==> config.mk <==
export PLATFORM = sky130hd
export DESIGN_NAME = wdt_device_flat
export DESIGN_NICKNAME = d
export VERILOG_FILES = /design/src/wdt_pkg.sv /design/src/io_port_if.sv /design/src/wdt_device.sv /design/src/flat_wrapper.sv
export SDC_FILE = /design/constraint.sdc
export NUM_CORES = 1
export LEC_CHECK = 0
export BUFFER_PORTS_ARGS = -buffer_cell sky130_fd_sc_hd__clkbuf_2
export CAP_MARGIN = 40
export CORE_UTILIZATION = 55
export DETAILED_ROUTE_END_ITERATION = 7
export PLACE_DENSITY = 0.75
export SLEW_MARGIN = 0
export SYNTH_ARGS = -nofsm -noshare
export SYNTH_HDL_FRONTEND = slang
export SYNTH_SLANG_ARGS = --single-unit
==> constraint.sdc <==
create_clock -name CLOCK_I -period 4.15 [get_ports CLOCK_I]
set_clock_uncertainty 0.2 [all_clocks]
set_input_delay 0 -clock CLOCK_I [delete_from_list [all_inputs] [get_ports CLOCK_I]]
set_output_delay 0 -clock CLOCK_I [all_outputs]
set_load 0.05 [all_outputs]
==> src/wdt_pkg.sv <==
// Purpose: shared constants for the indexed-port watchdog and its host controller
// Assumes: one 10 MHz clock shared by both ends
// Notes: How it works list below
//
// How it works
// RL1: software switches the timer; off means no timeout
// RL2: period is 1 to 255 seconds or minutes
// RL3: expiry raises the timeout output
// RL4: index port 2E, data port 2F
// RL5: host writes index before each data access
// RL6: two 87 writes to index unlock access
// RL7: AA written to index relocks access
// RL8: 08 into index 07 maps watchdog registers
// RL9: 01 at index 30 enables; reset disabled
// RL10: F5 bit 3 picks minutes, reset seconds
// RL11: F6 holds count; zero stops, reset zero
// RL12: writing F6 restarts countdown from value
// RL13: F7 bit 6 lets keyboard restrobe
// RL14: F7 bit 5 forces timeout, self-clears
// RL15: F7 bit 4 reads timeout status
// RL16: F7 bit 7 lets mouse restrobe
// RL17: one-second and one-minute ticks from clock
// RL18: data writes ignored while locked
package wdt_pkg;
  localparam logic [15:0] IDX_PORT = 16'h002e;
  localparam logic [15:0] DATA_PORT = 16'h002f;
  localparam logic [7:0] KEY_UNLOCK = 8'h87;
  localparam logic [7:0] KEY_LOCK = 8'haa;
  localparam logic [7:0] REG_LDEV = 8'h07;
  localparam logic [7:0] REG_ACT = 8'h30;
  localparam logic [7:0] REG_UNIT = 8'hf5;
  localparam logic [7:0] REG_COUNT = 8'hf6;
  localparam logic [7:0] REG_CTRL = 8'hf7;
  localparam logic [7:0] LDEV_WDT = 8'h08;
  localparam logic [7:0] BYTE_RST = 8'h00;
  localparam logic [7:0] LOCKED_READ = 8'hff;
  localparam int ACT_ON_BIT = 0;
  localparam int UNIT_MIN_BIT = 3;
  localparam int CTRL_MOUSE_BIT = 7;
  localparam int CTRL_KBD_BIT = 6;
  localparam int CTRL_FORCE_BIT = 5;
  localparam int CTRL_STAT_BIT = 4;
  localparam int CLK_PERIOD_NS = 100;
  localparam int SECOND_NS = 1000000000;
  localparam int SECOND_CYCLES = (SECOND_NS + CLK_PERIOD_NS - 1) / CLK_PERIOD_NS;
  localparam int SECS_PER_MIN = 60;
  localparam logic [31:0] HOST_CMD_OFS = 32'h0000_0000;
  localparam logic [31:0] HOST_STAT_OFS = 32'h0000_0004;
  localparam int CMD_WRITE_BIT = 16;
  localparam logic [1:0] HTRANS_NONSEQ = 2'h2;
  localparam logic HRESP_OKAY = 1'b0;
  localparam logic [2:0] HOST_LAST_STEP = 3'h6;
  localparam logic [2:0] HOST_DATA_STEP = 3'h5;
  typedef enum {ST_IDLE, ST_DRIVE, ST_SETTLE} host_state_e;
endpackage
==> src/io_port_if.sv <==
// Purpose: host I/O cycle carrier between controller and watchdog
// Assumes: one-cycle strobes, read data valid the cycle after the strobe
// Notes: no tristate; read data is a plain device output
`timescale 1ns/10ps
interface io_port_if;
  logic [15:0] io_addr;
  logic io_wr;
  logic io_rd;
  logic [7:0] io_wdata;
  logic [7:0] io_rdata;
  modport device (input io_addr, input io_wr, input io_rd, input io_wdata, output io_rdata);
  modport host (output io_addr, output io_wr, output io_rd, output io_wdata, input io_rdata);
endinterface

==> src/wdt_device.sv <==
// Purpose: watchdog reached through index/data I/O ports
// Assumes: strobes synchronous to CLOCK_I, one cycle each
// Notes: timeout output is a level until restrobe or disable
//
// Design decision made here: register access over the index/data I/O ports.
`timescale 1ns/10ps
module wdt_device
  import wdt_pkg::*;
#(
  parameter int SEC_CYCLES = SECOND_CYCLES,
  parameter int MIN_SECS = SECS_PER_MIN
)
(
  input wire logic CLOCK_I,
  input wire logic NRST_I,
  input wire logic KBD_ACT_I,
  input wire logic MOUSE_ACT_I,
  output logic TIMEOUT_O,
  io_port_if.device port
);

  // configuration group
  logic key_seen_ff, nxt_key_seen;
  logic unlocked_ff, nxt_unlocked;
  logic [7:0] index_ff, nxt_index;
  logic [7:0] ldev_ff, nxt_ldev;
  logic [7:0] act_ff, nxt_act;
  logic [7:0] unit_ff, nxt_unit;
  logic [7:0] count_ff, nxt_count;
  logic kbd_en_ff, nxt_kbd_en;
  logic mouse_en_ff, nxt_mouse_en;
  logic [7:0] rdata_ff, nxt_rdata;
  logic idx_wr, data_wr, data_rd, wdt_sel;
  logic count_wr, force_wr;

  // timer group
  logic [31:0] sec_cnt_ff, nxt_sec_cnt;
  logic [7:0] min_cnt_ff, nxt_min_cnt;
  logic [7:0] run_cnt_ff, nxt_run_cnt;
  logic timeout_ff, nxt_timeout;
  logic enabled, restrobe, sec_tick, min_tick, unit_tick, expire;

  assign idx_wr = port.io_wr && (port.io_addr == IDX_PORT); // [RL4]
  assign data_wr = port.io_wr && (port.io_addr == DATA_PORT) && unlocked_ff; // [RL4] [RL18]
  assign data_rd = port.io_rd && (port.io_addr == DATA_PORT);
  assign wdt_sel = (ldev_ff == LDEV_WDT); // [RL8]
  assign count_wr = data_wr && wdt_sel && (index_ff == REG_COUNT);
  assign force_wr = data_wr && wdt_sel && (index_ff == REG_CTRL)
    && port.io_wdata[CTRL_FORCE_BIT];
  assign enabled = act_ff[ACT_ON_BIT]; // [RL9]

  always_comb
  begin
    nxt_key_seen = key_seen_ff;
    nxt_unlocked = unlocked_ff;
    nxt_index = index_ff;
    nxt_ldev = ldev_ff;
    nxt_act = act_ff;
    nxt_unit = unit_ff;
    nxt_count = count_ff;
    nxt_kbd_en = kbd_en_ff;
    nxt_mouse_en = mouse_en_ff;
    nxt_rdata = rdata_ff;
    if (idx_wr)
    begin
      if (!unlocked_ff)
      begin
        // any other index byte breaks the pair, so stray traffic cannot unlock
        if (port.io_wdata == KEY_UNLOCK)
        begin
          nxt_unlocked = key_seen_ff; // [RL6]
          nxt_key_seen = !key_seen_ff;
        end
        else
        begin
          nxt_key_seen = 1'b0; // [RL6]
        end
      end
      else if (port.io_wdata == KEY_LOCK)
      begin
        nxt_unlocked = 1'b0; // [RL7]
        nxt_key_seen = 1'b0;
      end
      else
      begin
        nxt_index = port.io_wdata; // [RL4]
      end
    end
    if (data_wr)
    begin
      if (index_ff == REG_LDEV)
      begin
        nxt_ldev = port.io_wdata; // [RL8]
      end
      else if (wdt_sel)
      begin
        case (index_ff)
          REG_ACT: nxt_act = port.io_wdata; // [RL9] [RL1]
          REG_UNIT: nxt_unit = port.io_wdata; // [RL10]
          REG_COUNT: nxt_count = port.io_wdata; // [RL11]
          REG_CTRL:
          begin
            nxt_kbd_en = port.io_wdata[CTRL_KBD_BIT]; // [RL13]
            nxt_mouse_en = port.io_wdata[CTRL_MOUSE_BIT]; // [RL16]
          end
          default: nxt_act = act_ff;
        endcase
      end
    end
    if (data_rd)
    begin
      if (!unlocked_ff)
      begin
        nxt_rdata = LOCKED_READ;
      end
      else if (index_ff == REG_LDEV)
      begin
        nxt_rdata = ldev_ff;
      end
      else if (!wdt_sel)
      begin
        nxt_rdata = LOCKED_READ;
      end
      else
      begin
        case (index_ff)
          REG_ACT: nxt_rdata = act_ff;
          REG_UNIT: nxt_rdata = unit_ff;
          REG_COUNT: nxt_rdata = count_ff;
          REG_CTRL:
          begin
            // force bit always reads back zero since it acts only on the write
            nxt_rdata = BYTE_RST;
            nxt_rdata[CTRL_MOUSE_BIT] = mouse_en_ff;
            nxt_rdata[CTRL_KBD_BIT] = kbd_en_ff;
            nxt_rdata[CTRL_STAT_BIT] = timeout_ff; // [RL15] [RL14]
          end
          default: nxt_rdata = BYTE_RST;
        endcase
      end
    end
  end

  always_ff @(posedge CLOCK_I or negedge NRST_I)
  begin
    if (!NRST_I)
    begin
      key_seen_ff <= 1'b0;
      unlocked_ff <= 1'b0;
      index_ff <= BYTE_RST;
      ldev_ff <= BYTE_RST;
      act_ff <= BYTE_RST; // [RL9]
      unit_ff <= BYTE_RST; // [RL10]
      count_ff <= BYTE_RST; // [RL11]
      kbd_en_ff <= 1'b0; // [RL13]
      mouse_en_ff <= 1'b0;
      rdata_ff <= BYTE_RST;
    end
    else
    begin
      key_seen_ff <= nxt_key_seen;
      unlocked_ff <= nxt_unlocked;
      index_ff <= nxt_index;
      ldev_ff <= nxt_ldev;
      act_ff <= nxt_act;
      unit_ff <= nxt_unit;
      count_ff <= nxt_count;
      kbd_en_ff <= nxt_kbd_en;
      mouse_en_ff <= nxt_mouse_en;
      rdata_ff <= nxt_rdata;
    end
  end

  // timer: prescaler restarts on every strobe so the full period is granted
  assign restrobe = count_wr
    || (kbd_en_ff && KBD_ACT_I) // [RL13]
    || (mouse_en_ff && MOUSE_ACT_I); // [RL16] [RL12]
  assign sec_tick = (sec_cnt_ff == 32'(SEC_CYCLES - 1)); // [RL17]
  assign min_tick = sec_tick && (min_cnt_ff == 8'(MIN_SECS - 1)); // [RL17]
  assign unit_tick = unit_ff[UNIT_MIN_BIT] ? min_tick : sec_tick; // [RL10] [RL2]
  assign expire = enabled && (count_ff != BYTE_RST) && !timeout_ff
    && unit_tick && (run_cnt_ff == 8'h01); // [RL3] [RL11]

  always_comb
  begin
    nxt_sec_cnt = sec_tick ? 32'h0000_0000 : sec_cnt_ff + 32'h0000_0001;
    nxt_min_cnt = min_cnt_ff;
    nxt_run_cnt = run_cnt_ff;
    nxt_timeout = timeout_ff;
    if (sec_tick)
    begin
      nxt_min_cnt = min_tick ? 8'h00 : min_cnt_ff + 8'h01;
    end
    if (enabled && unit_tick && (run_cnt_ff != 8'h00) && !timeout_ff)
    begin
      nxt_run_cnt = run_cnt_ff - 8'h01; // [RL17]
    end
    if (restrobe)
    begin
      nxt_sec_cnt = 32'h0000_0000;
      nxt_min_cnt = 8'h00;
      nxt_run_cnt = count_wr ? port.io_wdata : count_ff; // [RL12]
      nxt_timeout = 1'b0;
    end
    // drop the output on the very edge that turns the function off, not one later
    if (!enabled || !nxt_act[ACT_ON_BIT])
    begin
      nxt_timeout = 1'b0; // [RL1]
    end
    // a fresh expiry or force wins over a same-cycle restrobe
    if (enabled && nxt_act[ACT_ON_BIT] && (expire || force_wr))
    begin
      nxt_timeout = 1'b1; // [RL3] [RL14] [RL1]
    end
  end

  always_ff @(posedge CLOCK_I or negedge NRST_I)
  begin
    if (!NRST_I)
    begin
      sec_cnt_ff <= 32'h0000_0000;
      min_cnt_ff <= 8'h00;
      run_cnt_ff <= BYTE_RST;
      timeout_ff <= 1'b0;
    end
    else
    begin
      sec_cnt_ff <= nxt_sec_cnt;
      min_cnt_ff <= nxt_min_cnt;
      run_cnt_ff <= nxt_run_cnt;
      timeout_ff <= nxt_timeout;
    end
  end

  assign TIMEOUT_O = timeout_ff; // [RL3]
  assign port.io_rdata = rdata_ff;

endmodule // wdt_device

==> src/flat_wrapper.sv <==
// flat-port wrapper written by rule: the top's interface ports become plain ports
module wdt_device_flat import wdt_pkg::*;
#(
  parameter int SEC_CYCLES = SECOND_CYCLES,
  parameter int MIN_SECS = SECS_PER_MIN
)
  (CLOCK_I, NRST_I, KBD_ACT_I, MOUSE_ACT_I, TIMEOUT_O, port_io_addr, port_io_wr, port_io_rd, port_io_wdata, port_io_rdata);
  io_port_if port_i ();
  input wire logic CLOCK_I;
  input wire logic NRST_I;
  input wire logic KBD_ACT_I;
  input wire logic MOUSE_ACT_I;
  output logic TIMEOUT_O;
  input wire logic [$bits(port_i.io_addr)-1:0] port_io_addr;
  input wire logic [$bits(port_i.io_wr)-1:0] port_io_wr;
  input wire logic [$bits(port_i.io_rd)-1:0] port_io_rd;
  input wire logic [$bits(port_i.io_wdata)-1:0] port_io_wdata;
  output wire logic [$bits(port_i.io_rdata)-1:0] port_io_rdata;
  assign port_i.io_addr = port_io_addr;
  assign port_i.io_wr = port_io_wr;
  assign port_i.io_rd = port_io_rd;
  assign port_i.io_wdata = port_io_wdata;
  assign port_io_rdata = port_i.io_rdata;
  wdt_device #(.SEC_CYCLES(SEC_CYCLES), .MIN_SECS(MIN_SECS)) u_core (.CLOCK_I(CLOCK_I), .NRST_I(NRST_I), .KBD_ACT_I(KBD_ACT_I), .MOUSE_ACT_I(MOUSE_ACT_I), .TIMEOUT_O(TIMEOUT_O), .port(port_i));
endmodule
Word level (Yosys, flattened, before mapping)
Cells that the tools add are included.
{ "op_classes": {"add_sub_neg": 3, "eq_ne": 14, "mux": 26, "n_bitwise": 2, "reduce_logical": 40} }
{ "ops": {"columns": ["cell", "count"], "rows": [
  ["2-to-1 mux 8 bit", 9],
  ["2-to-1 mux 32 bit", 2],
  ["== test 8 bit, second input constant", 5],
  ["adder 32 x 1 -> 32 bit, second input constant", 1],
  ["== test 16 x 6 -> 1 bit, second input constant", 2],
  ["== test 32 x 24 -> 1 bit, second input constant", 1],
  ["case mux 8 bit (4 select lines)", 1],
  ["logical AND 1 bit", 20],
  ["== test 8 x 6 -> 1 bit, second input constant", 2],
  ["AND reduction 4 bit", 4],
  ["nonzero test 8 bit", 2],
  ["2-to-1 mux 1 bit", 14],
  ["adder 8 x 1 -> 8 bit, second input constant", 1],
  ["== test 8 x 1 -> 1 bit, second input constant", 1],
  ["== test 8 x 3 -> 1 bit, second input constant", 1],
  ["== test 8 x 4 -> 1 bit, second input constant", 1],
  ["subtractor 8 x 1 -> 8 bit, second input constant", 1],
  ["zero test 1 bit", 4],
  ["logical OR 1 bit", 4],
  ["AND reduction 2 bit", 2],
  ["nonzero test 2 bit", 2],
  ["AND reduction 3 bit", 1],
  ["nonzero test 3 bit", 1],
  ["inequality test 2 bit, second input constant", 1],
  ["inverter 1 bit", 2]
]} }
{ "word_totals": {"ff_bits": 101, "output_inout_bits": 9} }

Longest topological paths before layout
Gate-level depths: netlist of the first run.
{ "logic_depth": {"ltp_word": 10, "depth_mapped": 9, "depth_no_buf": 8} }

Worst setup path after synthesis of the first run
Ideal clock, no wire load.
{ "synth_timing": {"kind": "reg-to-reg", "from": "register u_core.sec_cnt_ff[11]", "to": "register u_core.run_cnt_ff[2]", "setup_time_ps": 126, "arrival_ps": 2510, "required_ps": 3824, "path_slack_ps": 1314, "path_stages_with_launch": 7, "n_path_buf": 0, "cell_sequence": "dfrtp_1 -> or4b_1 -> or3_1 -> or3_4 -> a2111o_1 -> and2_4 -> a221o_1"} }
{ "synth_between": {"elab_chain_cells": 7} }
{ "synth_rtl": {"columns": ["item", "line", "source"], "rows": [
  ["start, declared", "wdt_device.sv:37", "logic [31:0] sec_cnt_ff, nxt_sec_cnt;"],
  ["start signal, assigned", "wdt_device.sv:228", "sec_cnt_ff <= nxt_sec_cnt;"],
  ["== test 32 x 24 -> 1 bit (*)", "wdt_device.sv:178", "assign sec_tick = (sec_cnt_ff == 32'(SEC_CYCLES - 1));"],
  ["logical AND 1 bit", "wdt_device.sv:179", "assign min_tick = sec_tick && (min_cnt_ff == 8'(MIN_SECS - 1));"],
  ["2-to-1 mux 1 bit (*)", "wdt_device.sv:180", "assign unit_tick = unit_ff[UNIT_MIN_BIT] ? min_tick : sec_tick;"],
  ["logical AND 1 bit (*) (3 in series)", "wdt_device.sv:194", "if (enabled && unit_tick && (run_cnt_ff != 8'h00) && !timeout_ff)"],
  ["nonzero test 2 bit (no line) (*)", null, null],
  ["end signal, assigned", "wdt_device.sv:230", "run_cnt_ff <= nxt_run_cnt;"],
  ["end, declared", "wdt_device.sv:39", "logic [7:0] run_cnt_ff, nxt_run_cnt;"]
]} }
Mark *: on every way between the ends. The rest lies on a longest branch, timed or not.
A chain may end at the register's enable or synchronous reset.

Worst setup path after layout of the first run
{ "layout_timing": {"from": "register u_core.index_ff[0]", "to": "register u_core.sec_cnt_ff[4]"} }
{ "layout_between": {"elab_chain_cells": 5} }
{ "layout_rtl": {"columns": ["item", "line", "source"], "rows": [
  ["start, declared", "wdt_device.sv:25", "logic [7:0] index_ff, nxt_index;"],
  ["start signal, assigned", "wdt_device.sv:163", "index_ff <= nxt_index;"],
  ["== test 8 bit", "wdt_device.sv:47", "assign count_wr = data_wr && wdt_sel && (index_ff == REG_COUNT);"],
  ["logical AND 1 bit", "wdt_device.sv:47", null],
  ["logical OR 1 bit", "wdt_device.sv:176", "|| (kbd_en_ff && KBD_ACT_I)"],
  ["logical OR 1 bit", "wdt_device.sv:177", "|| (mouse_en_ff && MOUSE_ACT_I);"],
  ["2-to-1 mux 32 bit", "wdt_device.sv:198", "if (restrobe)"],
  ["net u_core.nxt_sec_cnt[4]", "wdt_device.sv:37", null]
]} }
The timed path passes the listed nets, and every way through them passes these cells.

==> flow_metrics.env, run 1 <==
export IMPL_rsz0062_at_grt="false"
export IMPL_max_freq_mhz=333
export IMPL_crit_required_ns=4.19
export IMPL_htreeDepth=3
export IMPL_synth_area_leader_cell="dfrtp_1"
export IMPL_p_total_uw=1700
export IMPL_cts_max_path_buffers=2
export IMPL_grt_pass1_wl_um=20000
export IMPL_final_common_cell="dfrtp_1"
export IMPL_drt_pass1_iter_count=6
export IMPL_fin_crit_sh=0.723
export IMPL_pwr_share_comb=0.034
export IMPL_synth_cells=531
export IMPL_yosys_top_cells_area="dfrtp_1, mux2_2, nor2_1, nand2_1, xor2_1"
export IMPL_cts_tree="done"
export IMPL_critPathBufInv=1
export IMPL_layout_cells_most_common_list="dfrtp_1, nor2_1, nand2_1"
export IMPL_cts_resized_gates=0
export IMPL_crit_type="reg -> reg"
export IMPL_place_area_um2=5460
export IMPL_antenna_found_initial=0
export IMPL_crit_path_end_kind="flop"
export IMPL_grt_max_degree=68
export IMPL_path_cells="nor3b_1 > nand3_1 > or4_1 > and2_1 > nand2_1 > buf_4 > nor2_1"
export IMPL_clock_latency_ns=0.37
export IMPL_swShare=0.238
export IMPL_slowest_delay_ns=0.88
export IMPL_die_area_um2=9840
export IMPL_postRouteAntennaNets=0
export IMPL_period_needed_ns=3.00
export IMPL_pwr_share_seq=0.579
export IMPL_die_h_um=99.2
export IMPL_wire_per_inst_um=17.0
export IMPL_crit_slowest_cell="or4_1"
export IMPL_numClockSinks=101
export IMPL_fin_nets=605
export IMPL_p_per_area_nw_per_um2=294
export IMPL_synth_seq_area_share=0.486
export IMPL_antenna_cells=0
export IMPL_fin_area_um2=5780
export IMPL_grt_use_total=0.257
export IMPL_drtIter0Drc=233
export IMPL_p_int_uw=1290
export IMPL_synth_area_per_cell_um2=9.79
export IMPL_crit_path_max_fanout=30
export IMPL_clkPwrFrac=0.387
export IMPL_overflow=0
export IMPL_first_global_vias=4097
export IMPL_ys_ff_latch=101
export IMPL_p_sw_uw=404
export IMPL_async_reset_ff_frac=1.00
export IMPL_critPathTopFamily="simple AND/OR/NAND/NOR gates"
export IMPL_port_buffers=38
export IMPL_met3WireLength_um=492
export IMPL_worst_pin_slew_ns=0.850
export IMPL_initial_core_util=0.565
export IMPL_yosys_cell_types_count=58
export IMPL_dp_hpwl_um=8140
export IMPL_num_vias=4143
export IMPL_cts_buffers=9
export IMPL_path_clk_slew_ns=0.11
export IMPL_status="finished, final reports clean"
export IMPL_hold_class="in -> reg"
export IMPL_drive_gt1_frac=0.186
export IMPL_yosys_warnings=0
export IMPL_ys_flop_type="dfrtp_1"
export IMPL_syn_nets=565
export IMPL_pin_count=39
export IMPL_arrival_ns=3.04
export IMPL_coreArea_um2=9200
export IMPL_syn_cell_area_um2=5200
export IMPL_dr_wl_met2_um=5430
export IMPL_power_leakage_uw=0.00266
export IMPL_top_layer_used="met4"
export IMPL_synth_top_area_share=0.486
export IMPL_place_congestion=0.900
export IMPL_areaGrowthSynthToFinish_pct=11.2
export IMPL_drc=0
export IMPL_drv_slew=0
export IMPL_maxSlewHeadroom=0.428
export IMPL_critPathLaunchType="flop"
export IMPL_drt_met1_wl_um=5570
export IMPL_die_w_um=99.2
export IMPL_root_buffer="clkbuf_8"
export IMPL_synth_edff_count=0
export IMPL_setup_viol=0
export IMPL_finalHoldViolCount=0
export IMPL_rows=35
export IMPL_setup_tns_ns=0
export IMPL_via_per_inst=6.03
export IMPL_vdd_ir_drop_max_v=0.000212
export IMPL_cap_viol_max_count=0
export IMPL_drt_total_wl_um=11700
-- per-stage QoR --
| step | std cells | utilization | setup WS [ns] | hold slack, ns |
|---|---|---|---|---|
| after floorplan | 531 | - | 1.31 | -0.496 |
| after global placement | 659 | 0.593 | 1.22 | -0.0471 |
| after detailed placement | 660 | 0.594 | 1.18 | -0.0409 |
| after CTS | 687 | 0.628 | 1.16 | 0.0134 |
| after global routing | 687 | 0.628 | 0.954 | 0.0792 |
| final | 687 | 0.628 | 1.15 | 0.0208 |
-- cells by family (layout without fill, tap and decap cells) --
family,after synthesis,after routing,share of synthesized area
flip-flops,101,101,0.486
AO/OA/AOI/OAI,60,60,0.0775
buffers and inverters,30,75,0.0217
XOR/XNOR,36,36,0.0607
multiplexers,41,41,0.0884
AND/OR/NAND/NOR,259,259,0.256
adder cells (fa/ha/maj),4,4,0.00963
-- cells in the mapped netlist, types with 2 or more instances --
master      n
nor4_1     13
xor2_1     23
nor2_1     69
xnor2_1    13
or4_1       3
nand4b_1    2
clkbuf_1   21
a31oi_1     5
and3_1     11
o21a_1      4
a211oi_1    2
nand3_1    28
a221o_1     2
mux2i_1     2
a22oi_1     8
ha_1        4
nand3b_1    3
nand2b_1    2
or2_2       3
nand2_1    55
dfrtp_1   101
nor2_2      2
a21oi_1    12
mux2_2     39
inv_1       7
nand4_1    16
o211ai_1    2
and2_1      5
nor3_1     12
nor2b_1     9
and4_1      5
or3_1       6
o21ai_0    13
nor4b_1     4
buf_1       2
-- power by group through the flow --
stage	sequential [uW]	clock (uW)	combinational [uW]
2_1_floorplan	1000	0	6.20
3_3_place_gp	1000	0	49.3
3_5_place_dp	1000	0	50.3
4_1_cts	983	670	58.6
5_1_grt	984	714	65.2
6_report	983	657	58.2
-- registers in the layout, summed over array words and instances, names as in the netlist --
register,cells
u_core.port.io_rdata,8
u_core.key_seen_ff,1
u_core.unit_ff,8
u_core.sec_cnt_ff,32
u_core.kbd_en_ff,1
u_core.TIMEOUT_O,1
u_core.index_ff,8
u_core.count_ff,8
u_core.act_ff,8
u_core.run_cnt_ff,8
u_core.unlocked_ff,1
u_core.mouse_en_ff,1
u_core.min_cnt_ff,8
u_core.ldev_ff,8
-- per-layer routing --
layer  global-route usage  vias up
met2                0.388      114
met5                    0        -
met3               0.0506       23
met1                0.378     2041
met4               0.0769        0
li1                     -     1965
-- layout make-up --
class,instances,area (um^2)
timing repair buffer,52,323
multi-input combinational,400,2560
tap,111,139
sequential,101,2530
fill,757,3420
clock buffer,10,128
clock inverter,6,78.8
inverter,7,26.3
-- repair_timing --
| action | CTS | global route |
|---|---|---|
| setup buffers | 0 | 0 |
| hold buffers | 11 | 0 |
| endpoints found under the hold margin | 118 | 0 |
-- tightest hold or removal path: cells and delay by family --
family | cells | cell delay [ns]
AO/OA/AOI/OAI | 1 | 0.07
AND/OR/NAND/NOR | 5 | 0.39
buffers and inverters | 1 | 0.09
-- worst paths after layout --
kind | from | endpoint | slack [ns] | depth (start not counted)
setup / recovery | u_core.index_ff[0]$_DFFE_PN0P_ | u_core.sec_cnt_ff[4]$_DFF_PN0_ | 1.15 | 7
hold / removal | port_io_addr[15] | u_core.key_seen_ff$_DFFE_PN0P_ | 0.02 | 7
setup reg to reg | u_core.index_ff[0]$_DFFE_PN0P_ | u_core.sec_cnt_ff[4]$_DFF_PN0_ | 1.15 | 7
hold reg to reg | u_core.sec_cnt_ff[0]$_DFF_PN0_ | u_core.sec_cnt_ff[0]$_DFF_PN0_ | 0.29 | 1
max in group asynchronous | NRST_I | u_core.unit_ff[4]$_DFFE_PN0P_ | 2.73 | 3
min in group asynchronous | NRST_I | u_core.mouse_en_ff$_DFFE_PN0P_ | 0.06 | 2
Power figures use the tool's default switching activity.
==> run 2: changes to the inputs <==
--- a/config.mk
+++ b/config.mk
@@ -7,9 +7,9 @@
 export LEC_CHECK = 0
 export BUFFER_PORTS_ARGS = -buffer_cell sky130_fd_sc_hd__clkbuf_2
 export CAP_MARGIN = 40
-export CORE_UTILIZATION = 55
+export CORE_UTILIZATION = 54
 export DETAILED_ROUTE_END_ITERATION = 7
-export PLACE_DENSITY = 0.75
+export PLACE_DENSITY = 0.77
 export SLEW_MARGIN = 0
 export SYNTH_ARGS = -nofsm -noshare
 export SYNTH_HDL_FRONTEND = slang
==> constraint.sdc (replaced) <==
create_clock -name CLOCK_I -period 2.7 [get_ports CLOCK_I]
set_clock_uncertainty 0.2 [all_clocks]
set_input_delay 0 -clock CLOCK_I [delete_from_list [all_inputs] [get_ports CLOCK_I]]
set_output_delay 0 -clock CLOCK_I [all_outputs]
set_load 0.05 [all_outputs]
==> run 2 against run 1 <==
Effect of this change:
- flip-flop and latch count unchanged
- cell count grew 7.6%
- first-iteration DRC count up 21%
- worst setup slack lost 1.2 ns
- the flow now finishes with violations (setup timing)
- largest cell class unchanged
==> flow_metrics.env, run 2 (same netlist as run 1, synthesis figures left out) <==
export IMPL_final_common_cell="dfrtp_1"
export IMPL_drc=0
export IMPL_largest_reg_flops=32
export IMPL_via_per_inst=5.79
export IMPL_hold_class="in -> reg"
export IMPL_drtIter0Drc=281
export IMPL_die_w_um=100
export IMPL_finalNonFillerCells=739
export IMPL_worst_r2r_cell_count=6
export IMPL_root_buffer="clkbuf_8"
export IMPL_crit_path_end_kind="flop"
export IMPL_antenna_found_initial=0
export IMPL_first_global_vias=4161
export IMPL_clock_latency_ns=0.37
export IMPL_placed_cells=707
export IMPL_crit_required_ns=2.76
export IMPL_pin_count=39
export IMPL_grt_use_total=0.258
export IMPL_crit_top_cell="or3_4"
export IMPL_grt_pass1_wl_um=19900
export IMPL_regMostFlops="u_core.sec_cnt_ff"
export IMPL_arrival_ns=2.77
export IMPL_path_cells="or4b_1 > or3_4 > or3_4 > a2111o_1 > and2_4 > a221o_1"
export IMPL_grt_max_degree=68
export IMPL_cts_tree="done"
export IMPL_status="finished with violations"
export IMPL_period_needed_ns=2.71
export IMPL_cts_buffers=9
export IMPL_max_freq_mhz=369
export IMPL_dp_hpwl_um=8690
export IMPL_die_area_um2=10000
export IMPL_finalWorstSetupSlack_ns=-0.0130
export IMPL_layout_cells_most_common_list="dfrtp_1, nor2_1, nand2_1"
export IMPL_die_h_um=100
export IMPL_cp_depth=6
export IMPL_place_area_um2=5750
export IMPL_crit_slowest_cell="or4b_1"
export IMPL_grt_met3_usage=0.0571
export IMPL_port_buffers=38
export IMPL_areaGrowthSynthToFinish_pct=18.5
export IMPL_violations="setup timing"
export IMPL_antenna_cells=0
export IMPL_power_leakage_uw=0.00284
export IMPL_overflow=0
export IMPL_setup_viol=1
export IMPL_place_congestion=0.808
export IMPL_cts_max_path_buffers=2
export IMPL_critPathTopFamily="simple AND/OR/NAND/NOR gates"
export IMPL_hold_path_depth=7
export IMPL_drive_gt1_frac=0.236
export IMPL_dp_slack_ns=-0.0181
export IMPL_rows=35
export IMPL_grt_util_met1=0.320
export IMPL_postRouteAntennaNets=0
export IMPL_setup_tns_ns=-0.0130
export IMPL_p_per_area_nw_per_um2=417
export IMPL_crit_path_max_fanout=3
export IMPL_fillers=741
export IMPL_path_clk_slew_ns=0.09
export IMPL_slowest_delay_ns=0.51
export IMPL_rsz0062_at_grt="true"
export IMPL_busiest_layer="met2"
export IMPL_vdd_ir_drop_max_v=0.000376
export IMPL_wire_per_inst_um=16.3
export IMPL_initial_core_util=0.560
export IMPL_fin_crit_sh=1.00
export IMPL_coreArea_um2=9280
export IMPL_critPathLaunchType="flop"
export IMPL_maxSlewHeadroom=0.471
export IMPL_drv_slew=0
export IMPL_cap_viol_max_count=0
export IMPL_critPathBufInv=0
export IMPL_fin_nets=640
export IMPL_drt_total_wl_um=12100
export IMPL_fin_area_um2=6160
export IMPL_worst_pin_slew_ns=0.792
export IMPL_num_vias=4280
export IMPL_finalHoldViolCount=0
export IMPL_numClockSinks=101
export IMPL_crit_type="reg -> reg"
export IMPL_drt_pass1_iter_count=4
export IMPL_met2_usage=0.444
export IMPL_htreeDepth=3
[run 2: final timing paths]
| path | start | to | slack [ns] |
|---|---|---|---|
| worst max-delay path | u_core.sec_cnt_ff[11]$_DFF_PN0_ | u_core.run_cnt_ff[3]$_DFFE_PN0P_ | -0.01 |
| worst min-delay path | port_io_addr[15] | u_core.key_seen_ff$_DFFE_PN0P_ | 0.03 |
| worst max register to register | u_core.sec_cnt_ff[11]$_DFF_PN0_ | u_core.run_cnt_ff[3]$_DFFE_PN0P_ | -0.01 |
| worst min register to register | u_core.port.io_rdata[6]$_DFFE_PN0P_ | u_core.port.io_rdata[6]$_DFFE_PN0P_ | 0.29 |
| max in group asynchronous | NRST_I | u_core.min_cnt_ff[4]$_DFFE_PN0P_ | 0.59 |
| min in group asynchronous | NRST_I | u_core.sec_cnt_ff[6]$_DFF_PN0_ | 0.54 |
[run 2: layout make-up]
cell class / count / area, um^2 / area share
Clock buffer: 10 / 138 / 0.0223
Clock inverter: 5 / 60.1 / 0.00975
Tap cell: 129 / 161 / 0.0262
Multi-Input combinational cell: 400 / 2600 / 0.422
Inverter: 7 / 26.3 / 0.00427
Timing Repair Buffer: 87 / 646 / 0.105
Sequential cell: 101 / 2530 / 0.410
[run 2: power breakdown]
group	total (uW)	switching (uW)	internal (uW)
Clock	953	501	452
Sequential	1510	0.0391	1510
Combinational	103	63.6	38.9
Total	2570	565	2000
[run 2: what timing repair did]
item / in CTS / in global routing
gates resized for setup: 1 / 8
pin swaps: 0 / 2
endpoints found under the hold margin: 155 / 0
hold buffers: 16 / 0
setup buffers: 0 / 1
endpoints found under the setup margin: 2 / 9
[run 2: metal layers]
metal	vias to the layer above	routed length (um)
met1	2118	5160
met5	-	0
met2	100	6140
met4	0	280
li1	2033	-
met3	29	489
[run 2: worst register-to-register path: cells and delay by family (launching register included)]
kind | cells | cell delay [ns]
AOI/OAI and AO/OA | 2 | 0.65
DFF | 1 | 0.38
and+or+nand+nor | 4 | 1.37
[run 2: through the flow]
step           hold WS, ns  power, uW  utilization
2_1_floorplan       -0.496       1550            -
3_3_place_gp        0.0460       1620        0.616
3_5_place_dp        -0.301       1630        0.619
4_1_cts            0.00183       2600        0.658
5_1_grt              0.116       2680        0.663
6_report            0.0266       2570        0.663
